## src/verilog/pps_cfg.svh

```systemverilog
// constants for the power path and charge sequencer
`ifndef PPS_CFG_SVH
`define PPS_CFG_SVH
// timebase
`define PPS_CLK_KHZ       100000
`define PPS_CLK_PERIOD_NS 10
// delays in their own units
`define PPS_T_AGOOD_MS    500
`define PPS_T_SWITCH_MS   700
`define PPS_T_OVERCUR_MS  10
`define PPS_T_DEGLITCH_MS 2
`define PPS_T_DEAD_US     10
`define PPS_DEAD_CYC      (`PPS_T_DEAD_US * 1000 / `PPS_CLK_PERIOD_NS)
// register byte offsets
`define PPS_OFS_CTRL      8'h00
`define PPS_OFS_STATUS    8'h04
`define PPS_OFS_IRQ_STAT  8'h08
`define PPS_OFS_IRQ_MASK  8'h0C
`define PPS_OFS_TARGET    8'h10
// fields and reset values
`define PPS_CTRL_INHIBIT  0
`define PPS_NUM_EV        5
`define PPS_EV_AGOOD      0
`define PPS_EV_ON_AC      1
`define PPS_EV_ON_BAT     2
`define PPS_EV_CHG_ON     3
`define PPS_EV_CHG_OFF    4
`define PPS_MASK_RST      5'h00
// charge voltage figures in millivolts
`define PPS_VCELL_BASE_MV 16'h0FA0
`define PPS_VCELL_DEF_MV  16'h1068
`endif

```

## src/verilog/pps_pkg.sv

```systemverilog
// types shared by the power path and charge sequencer
`default_nettype none
package pps_pkg;
  // selector states
  typedef enum logic [1:0] {
    SEL_BAT, SEL_BREAK_TO_AC, SEL_AC, SEL_BREAK_TO_BAT
  } pps_sel_e;
  // comparator and pin levels, all asynchronous to pclk
  typedef struct packed {
    logic [7:0] adjust_ratio;      // voltage_adjust_input / reference
    logic       adjust_at_reg;     // adjust tied to regulator
    logic       supply_ok;         // input_supply_node above 4 V
    logic       uvlo_ok;           // supply above undervoltage lockout
    logic       sense_above_lo;    // adapter_sense_input above 0.6 V
    logic       sense_above_hi;    // adapter_sense_input above 2.4 V
    logic       adapter_over_bat;  // adapter above battery + 185 mV
    logic       supply_over_bat;   // supply above battery + 185 mV
    logic       low_near_bat;      // adapter_sense_low within 285 mV
    logic       adapter_overvoltage;
    logic       thermal_shutdown;
    logic       temp_in_window;    // temperature_sense qualified
    logic       ratio_ref_ok;      // ratio_reference_input above 2.4 V
    logic       cells_low;         // cell select tied low
    logic       cells_high;        // cell select tied to reference
    logic       learn;
    logic       charge_enable_n;
    logic       input_current_over; // above input_limit_setting
  } pps_cmp_s;
  // drive and status outputs
  typedef struct packed {
    logic partial_bias;
    logic full_bias;
    logic gate_drive_regulator_en;
    logic input_current_monitor_valid;
    logic adapter_switch_drive;
    logic battery_switch_drive;
    logic charge_en;
    logic charge_status_valid;
    logic reduce_charge_current;
  } pps_drv_s;
endpackage : pps_pkg
`default_nettype wire

```

## src/verilog/pps_sequencer.sv

```systemverilog
// power path handover, adapter grading and charge gating sequencer
//
// Function
// - Supply below 4 V keeps every function disabled except the battery switch drive.
// - Supply ok, sense below 0.6 V: partial bias, gate drive and monitor held low.
// - Sense above 0.6 V: full bias; gate regulator only if charge_enable_n low.
// - Sense above 2.4 V then 500 ms: adapter good, status valid, battery path kept.
// - Without valid adapter battery switch on, adapter switch off, except while SEL_AC waits for low sense near battery and in the 10 us break after it.
// - Charging needs every qualification condition true at once.
// - Charging also waits 700 ms plus 10 ms after detection.
// - Handover to adapter starts 700 ms after detection if supply over battery.
// - Handover: both drives off 10 us, then adapter on.
// - On removal wait for low sense near battery, adapter off, 10 us, battery on.
// - Cell select: float 2, low 3, reference 4 cells.
// - Target is cells times 4 V plus 0.512 ratio, default 4.2 V.
// - Input current over limit reduces charge current.
// - Learn keeps adapter off, battery on and charging off.
// - Charge enable input deglitched 2 ms before use.
`default_nettype none
`include "pps_cfg.svh"
module pps_sequencer
  import pps_pkg::*;
#(
  parameter int unsigned T_AGOOD_CYC = `PPS_T_AGOOD_MS * `PPS_CLK_KHZ,
  parameter int unsigned T_SWITCH_CYC = `PPS_T_SWITCH_MS * `PPS_CLK_KHZ,
  parameter int unsigned T_OVERCUR_CYC = `PPS_T_OVERCUR_MS * `PPS_CLK_KHZ,
  parameter int unsigned T_DEGLITCH_CYC = `PPS_T_DEGLITCH_MS * `PPS_CLK_KHZ
) (
  input  wire logic        pclk,                // 100 MHz timebase
  input  wire logic        presetn,             // async reset, low
  input  wire logic        psel,                // apb select
  input  wire logic        penable,             // apb access phase
  input  wire logic        pwrite,              // apb write
  input  wire logic [7:0]  paddr,               // apb byte address
  input  wire logic [31:0] pwdata,              // apb write data
  output logic      [31:0] prdata,              // apb read data
  output logic             pready,              // apb ready
  output logic             pslverr,             // unmapped address
  input  wire pps_cmp_s    cmp,                 // raw comparator levels
  output pps_drv_s         drv,                 // drives and status
  output logic             adapter_good_flag_o,  // open drain level
  output logic             adapter_good_flag_oe, // high pulls low
  output logic      [2:0]  cell_count,          // decoded cells
  output logic      [15:0] target_mv,           // charge target, mV
  output logic             irq                  // level interrupt
);
  localparam int unsigned CW = 32;
  localparam int unsigned NB = $bits(pps_cmp_s);
  localparam logic [CW-1:0] DEAD = CW'(`PPS_DEAD_CYC);
  localparam logic [CW-1:0] T_AG = CW'(T_AGOOD_CYC);
  localparam logic [CW-1:0] T_SW = CW'(T_SWITCH_CYC);
  localparam logic [CW-1:0] T_CH = CW'(T_SWITCH_CYC + T_OVERCUR_CYC);
  localparam logic [CW-1:0] T_DG = CW'(T_DEGLITCH_CYC);

  logic [NB-1:0] sync1, sync2;
  pps_cmp_s      c;
  pps_sel_e      sel;
  pps_drv_s      next_drv;
  logic [CW-1:0] det_cnt, dead_cnt, dg_cnt;
  logic          charge_enable_n_n_f, host_inhibit, adapter_det, qualify;
  logic [`PPS_NUM_EV-1:0] irq_stat, irq_mask, ev;
  logic          acc, wr, rd_stat;
  logic [31:0]   next_rdata;
  generate
    for (genvar i = 0; i < NB; i++) begin : g_sync
      always_ff @(posedge pclk or negedge presetn) begin
        if (!presetn) begin
          sync1[i] <= 1'b0;
          sync2[i] <= 1'b0;
        end else begin
          sync1[i] <= cmp[i];
          sync2[i] <= sync1[i];
        end
      end
    end
  endgenerate
  assign c = pps_cmp_s'(sync2);
  assign adapter_det = c.supply_ok && c.sense_above_lo && c.sense_above_hi;
  always_ff @(posedge pclk or negedge presetn) begin
    if (!presetn) begin
      charge_enable_n_n_f <= 1'b1;
      dg_cnt    <= '0;
    end else if (c.charge_enable_n == charge_enable_n_n_f) begin
      dg_cnt <= '0;
    end else if (dg_cnt >= T_DG - 1) begin
      charge_enable_n_n_f <= c.charge_enable_n;
      dg_cnt    <= '0;
    end else begin
      dg_cnt <= dg_cnt + 1'b1;
    end
  end
  // detection timer, saturates at the longest delay
  always_ff @(posedge pclk or negedge presetn) begin
    if (!presetn) begin
      det_cnt <= '0;
    end else if (!adapter_det) begin
      det_cnt <= '0;
    end else if (det_cnt < T_CH) begin
      det_cnt <= det_cnt + 1'b1;
    end
  end
  always_ff @(posedge pclk or negedge presetn) begin
    if (!presetn) begin
      sel      <= SEL_BAT;
      dead_cnt <= '0;
    end else begin
      dead_cnt <= '0;
      unique case (sel)
        SEL_BAT: begin
          if (adapter_det && det_cnt >= T_SW && c.supply_over_bat &&
              !c.learn) begin
            sel <= SEL_BREAK_TO_AC;
          end
        end
        SEL_BREAK_TO_AC: begin
          if (!adapter_det || c.learn) begin
            sel <= SEL_BAT;
          end else if (dead_cnt >= DEAD - 1) begin
            sel <= SEL_AC;
          end else begin
            dead_cnt <= dead_cnt + 1'b1;
          end
        end
        SEL_AC: begin
          // wait for low sense near battery
          if (!c.supply_ok || c.learn ||
              (!adapter_det && c.low_near_bat)) begin
            sel <= SEL_BREAK_TO_BAT;
          end
        end
        SEL_BREAK_TO_BAT: begin
          if (dead_cnt >= DEAD - 1) begin
            sel <= SEL_BAT;
          end else begin
            dead_cnt <= dead_cnt + 1'b1;
          end
        end
      endcase
    end
  end
  assign qualify = !charge_enable_n_n_f && c.uvlo_ok && adapter_det &&
                   c.adapter_over_bat && !c.adapter_overvoltage &&
                   !c.thermal_shutdown && c.temp_in_window &&
                   c.ratio_ref_ok && !c.learn && det_cnt >= T_CH &&
                   !host_inhibit;
  // output levels from supply grade and selector state
  always_comb begin
    next_drv = '0;
    next_drv.battery_switch_drive = 1'b1;
    if (c.supply_ok) begin
      next_drv.partial_bias = 1'b1;
      if (c.sense_above_lo) begin
        next_drv.full_bias = 1'b1;
        next_drv.gate_drive_regulator_en = !charge_enable_n_n_f;
        next_drv.input_current_monitor_valid = 1'b1;
      end
      // battery feeds system only in battery state
      next_drv.adapter_switch_drive = (sel == SEL_AC);
      next_drv.battery_switch_drive = (sel == SEL_BAT);
      next_drv.charge_en = qualify;
      next_drv.charge_status_valid = adapter_det && det_cnt >= T_AG;
      next_drv.reduce_charge_current = qualify && c.input_current_over;
    end
  end
  always_ff @(posedge pclk or negedge presetn) begin
    if (!presetn) begin
      drv <= '0;
      drv.battery_switch_drive <= 1'b1;
    end else begin
      drv <= next_drv;
    end
  end
  always_ff @(posedge pclk or negedge presetn) begin
    if (!presetn) begin
      adapter_good_flag_o  <= 1'b0;
      adapter_good_flag_oe <= 1'b1;
    end else begin
      adapter_good_flag_o  <= 1'b0;
      adapter_good_flag_oe <= !(adapter_det && det_cnt >= T_AG);
    end
  end
  always_ff @(posedge pclk or negedge presetn) begin
    if (!presetn) begin
      cell_count <= 3'h2;
      target_mv  <= 16'h0000;
    end else begin
      cell_count <= c.cells_high ? 3'h4 : (c.cells_low ? 3'h3 : 3'h2);
      target_mv  <= 16'(cell_count * (c.adjust_at_reg ? `PPS_VCELL_DEF_MV :
                    `PPS_VCELL_BASE_MV + 16'({c.adjust_ratio, 1'b0})));
    end
  end
  // event detection
  assign ev[`PPS_EV_AGOOD]   = drv.charge_status_valid == 1'b0 &&
                               next_drv.charge_status_valid;
  assign ev[`PPS_EV_ON_AC]   = !drv.adapter_switch_drive &&
                               next_drv.adapter_switch_drive;
  assign ev[`PPS_EV_ON_BAT]  = !drv.battery_switch_drive &&
                               next_drv.battery_switch_drive;
  assign ev[`PPS_EV_CHG_ON]  = !drv.charge_en && next_drv.charge_en;
  assign ev[`PPS_EV_CHG_OFF] = drv.charge_en && !next_drv.charge_en;
  // apb access decode
  assign acc = psel && penable && pready;
  assign wr  = acc && pwrite;
  assign rd_stat = acc && !pwrite && paddr == `PPS_OFS_IRQ_STAT;
  // apb read data decode
  always_comb begin
    next_rdata = 32'h0000_0000;
    unique case (paddr)
      `PPS_OFS_CTRL:     next_rdata[`PPS_CTRL_INHIBIT] = host_inhibit;
      `PPS_OFS_STATUS:   next_rdata = {23'h0, cell_count, sel,
                           charge_enable_n_n_f, !adapter_good_flag_oe,
                           adapter_det, drv.charge_en};
      `PPS_OFS_IRQ_STAT: next_rdata[`PPS_NUM_EV-1:0] = irq_stat;
      `PPS_OFS_IRQ_MASK: next_rdata[`PPS_NUM_EV-1:0] = irq_mask;
      `PPS_OFS_TARGET:   next_rdata[15:0] = target_mv;
      default:           next_rdata = 32'h0000_0000;
    endcase
  end
  // apb response: one wait state, then ready
  always_ff @(posedge pclk or negedge presetn) begin
    if (!presetn) begin
      pready  <= 1'b0;
      pslverr <= 1'b0;
      prdata  <= 32'h0000_0000;
    end else begin
      pready  <= psel && penable && !pready;
      pslverr <= psel && penable && !pready &&
                 !(paddr inside {`PPS_OFS_CTRL, `PPS_OFS_STATUS,
                   `PPS_OFS_IRQ_STAT, `PPS_OFS_IRQ_MASK, `PPS_OFS_TARGET});
      if (psel && penable && !pready && !pwrite) begin
        prdata <= next_rdata;
      end
    end
  end
  // control and mask registers
  always_ff @(posedge pclk or negedge presetn) begin
    if (!presetn) begin
      host_inhibit <= 1'b0;
      irq_mask     <= `PPS_MASK_RST;
    end else if (wr && paddr == `PPS_OFS_CTRL) begin
      host_inhibit <= pwdata[`PPS_CTRL_INHIBIT];
    end else if (wr && paddr == `PPS_OFS_IRQ_MASK) begin
      irq_mask <= pwdata[`PPS_NUM_EV-1:0];
    end
  end
  // sticky status, a read clears only the bits it returned, new event wins
  always_ff @(posedge pclk or negedge presetn) begin
    if (!presetn) begin
      irq_stat <= '0;
      irq      <= 1'b0;
    end else begin
      irq_stat <= (irq_stat &
                   ~(rd_stat ? prdata[`PPS_NUM_EV-1:0] : '0)) | ev;
      irq      <= |(irq_stat & irq_mask);
    end
  end
endmodule : pps_sequencer
`default_nettype wire

```

## config.mk

```make
export PLATFORM = sky130hd
export DESIGN_NAME = pps_sequencer
export DESIGN_NICKNAME = d
export VERILOG_FILES = /design/src/verilog/pps_pkg.sv /design/src/verilog/pps_sequencer.sv
export VERILOG_INCLUDE_DIRS = /design/src /design/src/verilog
export SDC_FILE = /design/constraint.sdc
export NUM_CORES = 1
export LEC_CHECK = 0
export BUFFER_PORTS_ARGS = -buffer_cell sky130_fd_sc_hd__buf_2
export CAP_MARGIN = 20
export CORE_ASPECT_RATIO = 0.75
export CORE_MARGIN = 2
export CORE_UTILIZATION = 63
export CTS_BUF_LIST = sky130_fd_sc_hd__clkbuf_8
export DETAILED_ROUTE_END_ITERATION = 10
export PLACE_DENSITY = 0.9
export SETUP_SLACK_MARGIN = 0.3
export SYNTH_ARGS = -nofsm -noshare
export SYNTH_HDL_FRONTEND = slang
export SYNTH_SLANG_ARGS = --single-unit
```

## constraint.sdc

```tcl
create_clock -name pclk -period 9.7 [get_ports pclk]
set_input_delay 1.94 -clock pclk [delete_from_list [all_inputs] [get_ports pclk]]
set_output_delay 1.94 -clock pclk [all_outputs]
set_load 0.005 [all_outputs]
```

==> flow_metrics.py, run 1 <==
metrics = {
    "run_status": {
        "status": "complete, no violations",
    },
    "setup_path": {
        "cpPeakStageDelay_ns": 0.64,
        "rr_worst_depth": 12,
        "rr_startpoint": "cell_count[1]",
        "r2r_slack_ns": 5.84,
        "crit_chain": "nor2b_1 -> nand2_1 -> fa_1 -> inv_1 -> ha_1 -> fa_1 -> a21o_1 -> a21oi_1 -> o211ai_1 -> o21a_1 -> o31ai_1 -> o41a_1",
        "cp_max_fo": 9,
        "cpMostUsedCell": "fa_1",
        "required_ns": 10.19,
        "cp_data_arrival_time_ns": 4.35,
        "cp_slowest_cell": "dfstp_2",
        "start_kind": "register",
        "r2r-end": "target_mv[13]",
        "crit_path_end_kind": "register",
        "crit_type": "reg2reg",
    },
    "clock_network": {
        "clkSinkCount": 206,
        "insertion_delay_ns": 0.56,
        "clockRootBuffer": "clkbuf_8",
        "holdBufCountCts": 0,
        "cts.repair.resized": 0,
        "cts_tree": "yes",
        "post_cts_buffers": 0,
        "htreeDepth": 1,
        "clk_pin_slew_ns": 0.07,
        "clock_tree.buffer_depth": 3,
        "numCtsBuffers": 30,
    },
    "place": {
        "gp_congestion": 0.8728,
        "dp_hpwl_um": 12770,
        "port_buffers": 89,
    },
    "hold_path": {
        "hold_class": "reg2reg",
        "worstHoldEndpoint": "c[12]",
        "min_from": "sync1[12]",
        "whs_path_depth": 0,
    },
    "floorplanning": {
        "core_um2": 13750,
        "initial_utilization_pct": 64.46,
        "die_w_um": 141.0,
        "placement_rows": 37,
        "dieArea_um2": 15040,
        "die_h_um": 106.7,
        "io_pins": 135,
    },
    "synthesis": {
        "ys_types": 68,
        "netlist_area_um2": 8864,
        "synth_edf_count": 0,
        "synth_common_cells": "dfrtp_1 (202), nand2_1 (78), nor2_1 (76)",
        "async_flop_share_pct": 100.0,
        "ys.flop_type": "dfrtp_1",
        "synthCells": 788,
        "synthTopCellsByArea": "dfrtp_1 (57%), nand2_1 (3.3%), nor2_1 (3.2%)",
        "synth_top_area_share_pct": 57.03,
        "synth_area_leader_cell": "dfrtp_1",
        "synthMostInstantiatedCell": "dfrtp_1",
        "synth.avg_cell_area_um2": 11.25,
        "synth_seq_cells": 206,
        "synth_warnings": 0,
        "yosysSeqAreaShare_pct": 58.22,
    },
    "cells_and_area": {
        "drive_above_1_share_pct": 17.07,
        "nNetsFinal": 1026,
        "final_util_pct": 74.15,
        "syn2layout_area_growth_pct": 15.02,
        "n_antenna_cell": 0,
    },
    "detailed_routing": {
        "drtIter0Drc": 624,
        "firstDrtPassIters": 8,
        "ant_nets": 0,
        "via_count": 6380,
        "drc": 0,
        "drt-vias-per-instance": 5.676,
        "routed_wirelength_um": 18970,
        "wl_per_cell_um": 16.88,
    },
    "timing": {
        "grt_setup_unrepaired": "no",
        "period_minus_slack_ns": 3.858,
        "fmax_ghz": 0.2592,
        "worstMarginPinSlew_ns": 1.015,
        "min_period_over_period_pct": 39.77,
        "final-hold-violation-count": 0,
        "maxSlewHeadroom_pct": 32.35,
        "slew_violations": 0,
        "setup_viol": 0,
        "clock_skew_ns": 0.01875,
        "tns_ns": 0,
    },
    "grt": {
        "grt_pass1_wl_um": 31260,
        "antenna_found_initial": 0,
        "grt_overflow_total": 0,
        "grtUsageTotal_pct": 26.30,
        "grt_pass1_vias": 6376,
        "grt_max_degree": 131,
    },
    "pwr": {
        "combPwrFrac_pct": 6.1,
        "p_sw_share_pct": 23.22,
        "internal_power_mw": 1.384,
        "p_sw_mw": 0.4184,
        "clockPowerShare_pct": 43.2,
        "powerDensity_nw_per_um2": 176.8,
        "power_frac_seq_pct": 50.7,
        "p_leak_nw": 4.907,
        "vdd_drop_max_v": 0.0001713,
    },
    "flow_run": {
        "cap_violations": 0,
    },
}
## layer usage
layer	GRT usage (%)	vias up	share of wire (%)
met5	0	-	0
met1	36.85	3124	43
met4	9.143	0	3.1
met2	42.09	276	47
met3	5.092	51	7.2
li1	-	2929	-
## worst max-delay path by stage
stage,from,to,slack (ns)
finish,cell_count[1],target_mv[13],5.84
detailed placement,paddr[1],irq_stat[2],5.55
floorplan,paddr[1],irq_stat[2],6.18
CTS,cell_count[1],target_mv[13],5.89
global placement,paddr[1],irq_stat[2],5.59
global route,cell_count[1],target_mv[13],5.57
## worst max-delay path: cells and delay by family (launching register included)
kind / cells / cell delay [ns]
buffers and inverters: 1 / 0.05
AOI/OAI and AO/OA: 6 / 1.39
adders and majority gates: 3 / 1.19
DFF: 1 / 0.64
and+or+nand+nor: 2 / 0.51
## power groups by stage
stage	Clock (mW)	Sequential (mW)	Combinational, mW
finish	0.779	0.914	0.109
detailed placement	0	0.928	0.108
CTS	0.790	0.913	0.109
global placement	0	0.926	0.104
floorplan	0	0.923	0.0569
global route	0.829	0.916	0.124
## through the flow
| stage | power [mW] | hold WS [ns] | setup WS, ns | area (um^2) | instances |
|---|---|---|---|---|---|
| 3_5_place_dp | 1.036 | 0.3347 | 5.552 | 9495 | 1068 |
| 3_3_place_gp | 1.030 | 0.3318 | 5.594 | 9495 | 1068 |
| 6_report | 1.802 | 0.3358 | 5.842 | 10190 | 1124 |
| 2_1_floorplan | 0.9795 | 0.3312 | 6.179 | 9062 | 841 |
| 4_1_cts | 1.812 | 0.3459 | 5.893 | 10190 | 1124 |
| 5_1_grt | 1.869 | 0.3510 | 5.570 | 10190 | 1124 |
## sequential cells by signal, summed over array words and instances, names as in the netlist, named ones only
name	cells
adapter_good_flag_oe	1
c	25
cell_count	3
charge_enable_n_n_f	1
dead_cnt	32
det_cnt	32
dg_cnt	32
drv	8
host_inhibit	1
irq	1
irq_mask	5
irq_stat	5
prdata	16
pready	1
pslverr	1
sel	1
sync1	25
target_mv	15
## kinds of logic after synthesis
| family | Yosys count | synth area share (%) |
|---|---|---|
| and+or+nand+nor | 307 | 17.45 |
| xor gates and xnor gates | 40 | 3.953 |
| AOI/OAI and AO/OA | 116 | 9.049 |
| other | 1 | 0.04231 |
| buffers and inverters | 76 | 4.489 |
| muxes | 11 | 1.496 |
| adders and majority gates | 31 | 5.308 |
| DFF | 206 | 58.22 |
## layout make-up
class	count	area [um^2]
Timing Repair Buffer	92	476.7
Multi-Input combinational cell	559	3505
Sequential cell	206	5160
Fill cell	883	3555
Tap cell	175	219.0
Clock inverter	16	148.9
Clock buffer	40	550.5
Inverter	36	135.1
## cell usage in the layout (no fill, tap or decap), drive strengths merged, types with 7 or more instances in the layout
master    n
dfrtp   202
buf      91
nand2    78
nor2     77
conb     54
inv      45
clkbuf   41
nand3    30
a21oi    28
o21ai    27
xnor2    21
ha       20
xor2     19
and2     18
nand4    16
nor4     14
nor3     12
and3     12
or4      11
fa       11
or3      10
mux2      8
o211ai    8
nor2b     7
nand2b    7
a21o      7
Note: power is estimated with default switching activity, not from simulation.
==> run 2: changes to the inputs <==
--- a/config.mk
+++ b/config.mk
@@ -10,10 +10,10 @@
 export CAP_MARGIN = 20
 export CORE_ASPECT_RATIO = 0.75
 export CORE_MARGIN = 2
-export CORE_UTILIZATION = 63
+export CORE_UTILIZATION = 53
 export CTS_BUF_LIST = sky130_fd_sc_hd__clkbuf_8
 export DETAILED_ROUTE_END_ITERATION = 10
-export PLACE_DENSITY = 0.9
+export PLACE_DENSITY = 0.81
 export SETUP_SLACK_MARGIN = 0.3
 export SYNTH_ARGS = -nofsm -noshare
 export SYNTH_HDL_FRONTEND = slang
==> constraint.sdc (replaced) <==
create_clock -name pclk -period 3.26 [get_ports pclk]
set_input_delay 0.652 -clock pclk [delete_from_list [all_inputs] [get_ports pclk]]
set_output_delay 0.652 -clock pclk [all_outputs]
set_load 0.005 [all_outputs]
==> flow_metrics.py, run 2 (synthesis gave the netlist of run 1 again) <==
metrics = {
    "detailed_routing": {
        "ant_nets": 0,
        "routed_wirelength_um": 18890,
        "wl_per_cell_um": 16.13,
        "firstDrtPassIters": 5,
        "drc": 0,
        "drtIter0Drc": 574,
        "drt-vias-per-instance": 5.505,
        "via_count": 6446,
    },
    "floorplanning": {
        "die_h_um": 116.0,
        "dieArea_um2": 17780,
        "core_um2": 16170,
        "io_pins": 135,
        "die_w_um": 153.3,
        "initial_utilization_pct": 54.83,
        "placement_rows": 40,
    },
    "grt": {
        "grt_max_degree": 83,
        "grt_overflow_total": 0,
        "grtUsageTotal_pct": 21.12,
        "antenna_found_initial": 0,
        "grt_pass1_vias": 6149,
        "grt_pass1_wl_um": 30170,
    },
    "pwr": {
        "power_mw": 5.315,
        "p_leak_nw": 4.982,
        "vdd_drop_max_v": 0.0004171,
        "powerDensity_nw_per_um2": 509.1,
    },
    "cells_and_area": {
        "regArea_um2": 5164,
        "nFillCells": 1228,
        "layout_commonest_cell": "dfrtp_1",
        "nNetsFinal": 1040,
        "top_regs": "dead_cnt x32, det_cnt x32, dg_cnt x32",
        "fin_cells": 1171,
        "drive_above_1_share_pct": 20.40,
        "multi_input_area_um2": 3588,
        "layout_common_cells": "dfrtp_1 (199), buf_2 (88), nand2_1 (77)",
        "syn2layout_area_growth_pct": 17.79,
        "n_antenna_cell": 0,
    },
    "setup_path": {
        "crit_path_end_kind": "register",
        "start_kind": "register",
        "crit_chain": "nor2b_2 -> nand2_1 -> fa_1 -> inv_2 -> ha_4 -> fa_2 -> a21o_1 -> a21oi_2 -> o211ai_1 -> o21a_1 -> o41a_1",
        "crit_type": "reg2reg",
        "cp_max_fo": 8,
        "cp_slowest_cell": "fa_1",
        "cpPeakStageDelay_ns": 0.55,
        "required_ns": 3.71,
        "cp_data_arrival_time_ns": 3.47,
    },
    "timing": {
        "maxSlewHeadroom_pct": 45.60,
        "fmax_ghz": 0.3314,
        "setup_viol": 0,
        "min_period_over_period_pct": 92.57,
        "grt_setup_unrepaired": "yes",
        "tns_ns": 0,
        "worstMarginPinSlew_ns": 0.8106,
        "final-hold-violation-count": 0,
        "slew_violations": 0,
        "period_minus_slack_ns": 3.018,
        "clock_skew_ns": 0.02571,
    },
    "place": {
        "gp_congestion": 0.9207,
        "dp_hpwl_um": 13170,
        "dp.cells": 1113,
        "port_buffers": 89,
    },
    "run_status": {
        "status": "complete, no violations",
    },
    "clock_network": {
        "htreeDepth": 1,
        "clock_tree.buffer_depth": 3,
        "cts_tree": "yes",
        "numCtsBuffers": 30,
        "clk_pin_slew_ns": 0.06,
        "insertion_delay_ns": 0.57,
        "clockRootBuffer": "clkbuf_8",
        "clkSinkCount": 206,
    },
    "flow_run": {
        "cap_violations": 0,
    },
    "hold_path": {
        "hold_class": "in2async",
    },
}
run 2: final timing paths:
check / slack (ns) / start / cells after the start / endpoint
worst max-delay path: 0.24 / c[16] / 11 / target_mv[13]
worst min-delay path: 0.11 / presetn / 1 / prdata[11]
worst max register to register: 0.24 / c[16] / 11 / target_mv[13]
worst min register to register: 0.34 / sync1[13] / 0 / c[13]
max in group asynchronous: 2.32 / presetn / 2 / charge_enable_n_n_f
min in group pclk: 0.20 / cmp[18] / 1 / sync1[18]
run 2: what timing repair did:
item	CTS	global route
gates resized for setup	4	13
hold buffers	0	0
pin swaps	4	6
setup buffers	2	2
gates cloned	0	0
endpoints found under the setup margin	5	8
run 2: worst max-delay path: cells and delay by family (launching register included):
kind                       cells  cell delay [ns]
AOI/OAI and AO/OA              5             1.08
adders and majority gates      3             1.07
DFF                            1             0.47
and+or+nand+nor                2             0.23
buffers and inverters          1             0.05
run 2: routing by layer:
layer | up-vias | global-route usage (%) | wire [um]
met3 | 52 | 4.114 | 1525
met1 | 3137 | 31.14 | 8489
met2 | 290 | 31.76 | 8351
met5 | - | 0 | 0
met4 | 0 | 7.469 | 524
li1 | 2967 | - | -
run 2: power by group:
group / switching, mW / internal [mW]
clock: 0.967 / 1.28
sequential: 0.0557 / 2.66
combinational: 0.213 / 0.142
total: 1.24 / 4.08
run 2: metrics by stage:
stage,area [um^2],setup slack [ns],hold slack (ns),util (%)
after floorplan,9099,0.2358,0.3312,-
after global placement,9666,0.1893,0.3326,59.79
after detailed placement,9666,0.1244,0.3347,59.79
after CTS,10370,0.1799,0.1309,64.15
after global routing,10440,0.06859,0.1552,64.58
final,10440,0.2423,0.1077,64.58
run 2: final cells by class:
cell class              count  share of cell area [%]
clock buffers              41                   5.405
clock inverters            13                   1.103
inverters                  36                   1.294
multi-input cells         559                   34.37
flip-flops and latches    206                   49.46
well taps                 210                   2.517
repair buffers            106                   5.849
==> run 3: changes to the inputs <==
--- a/config.mk
+++ b/config.mk
@@ -10,10 +10,10 @@
 export CAP_MARGIN = 20
 export CORE_ASPECT_RATIO = 0.75
 export CORE_MARGIN = 2
-export CORE_UTILIZATION = 53
+export CORE_UTILIZATION = 63
 export CTS_BUF_LIST = sky130_fd_sc_hd__clkbuf_8
 export DETAILED_ROUTE_END_ITERATION = 10
-export PLACE_DENSITY = 0.81
+export PLACE_DENSITY = 0.9
 export SETUP_SLACK_MARGIN = 0.3
 export SYNTH_ARGS = -nofsm -noshare
 export SYNTH_HDL_FRONTEND = slang
==> constraint.sdc (replaced) <==
create_clock -name pclk -period 3.8 [get_ports pclk]
set_input_delay 0.76 -clock pclk [delete_from_list [all_inputs] [get_ports pclk]]
set_output_delay 0.76 -clock pclk [all_outputs]
set_load 0.005 [all_outputs]
==> flow_metrics.py, run 3 (synthesis gave the netlist of run 1 again) <==
metrics = {
    "detailed_routing": {
        "wl_per_cell_um": 16.59,
        "drt-vias-per-instance": 5.660,
        "ant_nets": 0,
        "drtIter0Drc": 532,
        "firstDrtPassIters": 6,
        "routed_wirelength_um": 18720,
        "via_count": 6385,
        "drc": 0,
    },
    "cells_and_area": {
        "nNetsFinal": 1032,
        "drive_above_1_share_pct": 17.73,
        "syn2layout_area_growth_pct": 14.99,
        "top_regs": "dead_cnt x32, det_cnt x32, dg_cnt x32",
        "n_antenna_cell": 0,
        "layout_common_cells": "dfrtp_1 (201), buf_2 (88), nand2_1 (78)",
        "fin_cells": 1128,
        "layout_commonest_cell": "dfrtp_1",
    },
    "floorplanning": {
        "die_w_um": 141.0,
        "die_h_um": 106.7,
        "io_pins": 135,
        "dieArea_um2": 15040,
        "core_um2": 13750,
        "placement_rows": 37,
        "initial_utilization_pct": 64.46,
    },
    "setup_path": {
        "crit_path_end_kind": "register",
        "crit_type": "reg2reg",
        "cp_data_arrival_time_ns": 3.82,
        "required_ns": 4.30,
        "cp_max_fo": 13,
        "start_kind": "register",
    },
    "place": {
        "gp_congestion": 0.9067,
        "port_buffers": 89,
        "dp.cells": 1073,
        "dp_hpwl_um": 12670,
    },
    "run_status": {
        "status": "complete, no violations",
    },
    "grt": {
        "grtUsageTotal_pct": 25.81,
        "antenna_found_initial": 0,
        "grt_pass1_vias": 6212,
        "grt_pass1_wl_um": 30990,
        "grt_overflow_total": 0,
        "grt_max_degree": 94,
    },
    "clock_network": {
        "clkSinkCount": 206,
        "htreeDepth": 1,
        "numCtsBuffers": 29,
        "clockRootBuffer": "clkbuf_8",
        "clk_pin_slew_ns": 0.07,
        "cts_tree": "yes",
        "clock_tree.buffer_depth": 3,
        "insertion_delay_ns": 0.56,
        "holdBufCountCts": 0,
    },
    "timing": {
        "period_minus_slack_ns": 3.323,
        "maxSlewHeadroom_pct": 45.19,
        "fmax_ghz": 0.3009,
        "min_period_over_period_pct": 87.45,
        "clock_skew_ns": 0.01892,
        "tns_ns": 0,
        "setup_viol": 0,
        "worstMarginPinSlew_ns": 0.8213,
        "holdWs_ns": 0.2141,
        "grt_setup_unrepaired": "yes",
        "final-hold-violation-count": 0,
        "slew_violations": 0,
    },
    "flow_run": {
        "cap_violations": 0,
    },
    "pwr": {
        "power_mw": 4.418,
        "vdd_drop_max_v": 0.0003074,
        "p_leak_nw": 4.913,
        "powerDensity_nw_per_um2": 433.5,
    },
    "hold_path": {
        "hold_class": "in2async",
    },
}
-- run 3: worst paths after layout --
path	from	to	slack [ns]	depth (start not counted)
max in group asynchronous	presetn	charge_enable_n_n_f	2.65	2
worst min-delay path	presetn	det_cnt[12]	0.21	1
worst max register to register	c[16]	target_mv[13]	0.48	12
worst max-delay path	c[16]	target_mv[13]	0.48	12
worst min register to register	sync1[4]	c[4]	0.34	0
min in group pclk	cmp[0]	sync1[0]	0.30	1
-- run 3: stage by stage --
| stage | area (um^2) | setup slack, ns | utilization, % |
|---|---|---|---|
| 6_report | 10190 | 0.4769 | 74.13 |
| 5_1_grt | 10190 | 0.2650 | 74.13 |
| 4_1_cts | 10170 | 0.3190 | 73.94 |
| 3_5_place_dp | 9545 | 0.2200 | 69.42 |
| 3_3_place_gp | 9545 | 0.3389 | 69.42 |
| 2_1_floorplan | 9062 | 0.5018 | - |
-- run 3: area by class of cell --
cell class                 instances  area (um^2)
clock buffer                      35        481.7
clock inverter                    18        132.6
fill                             861         3557
inverter                          36        135.1
multi-input combinational        559         3521
sequential                       206         5161
tap                              175        219.0
timing repair buffer              99        541.8
-- run 3: report_power, final --
group / internal [mW] / switching [mW]
combinational: 0.111 / 0.176
clock: 0.974 / 0.829
sequential: 2.28 / 0.0493
total: 3.36 / 1.05
-- run 3: critical path: stages (launching register included) --
cell	delay (ns)
dfrtp_2	0.50
nor2b_2	0.18
nand2_1	0.10
fa_1	0.56
inv_1	0.04
ha_1	0.22
fa_1	0.42
a21o_1	0.19
a21oi_2	0.19
o211ai_1	0.20
o21a_1	0.24
o31ai_2	0.25
o41a_1	0.18
-- run 3: metal layers --
metal	global-route usage, %	share of wire, %	up-vias
li1	-	-	2951
met1	38.11	44	3114
met2	40.03	46	290
met3	5.762	8.4	30
met4	5.714	1.5	0
met5	0	0	-
-- run 3: timing repair --
item | CTS | global route
resized for setup | 2 | 4
setup buffers | 0 | 2
pin swaps | 1 | 1
setup endpoints to repair | 2 | 4
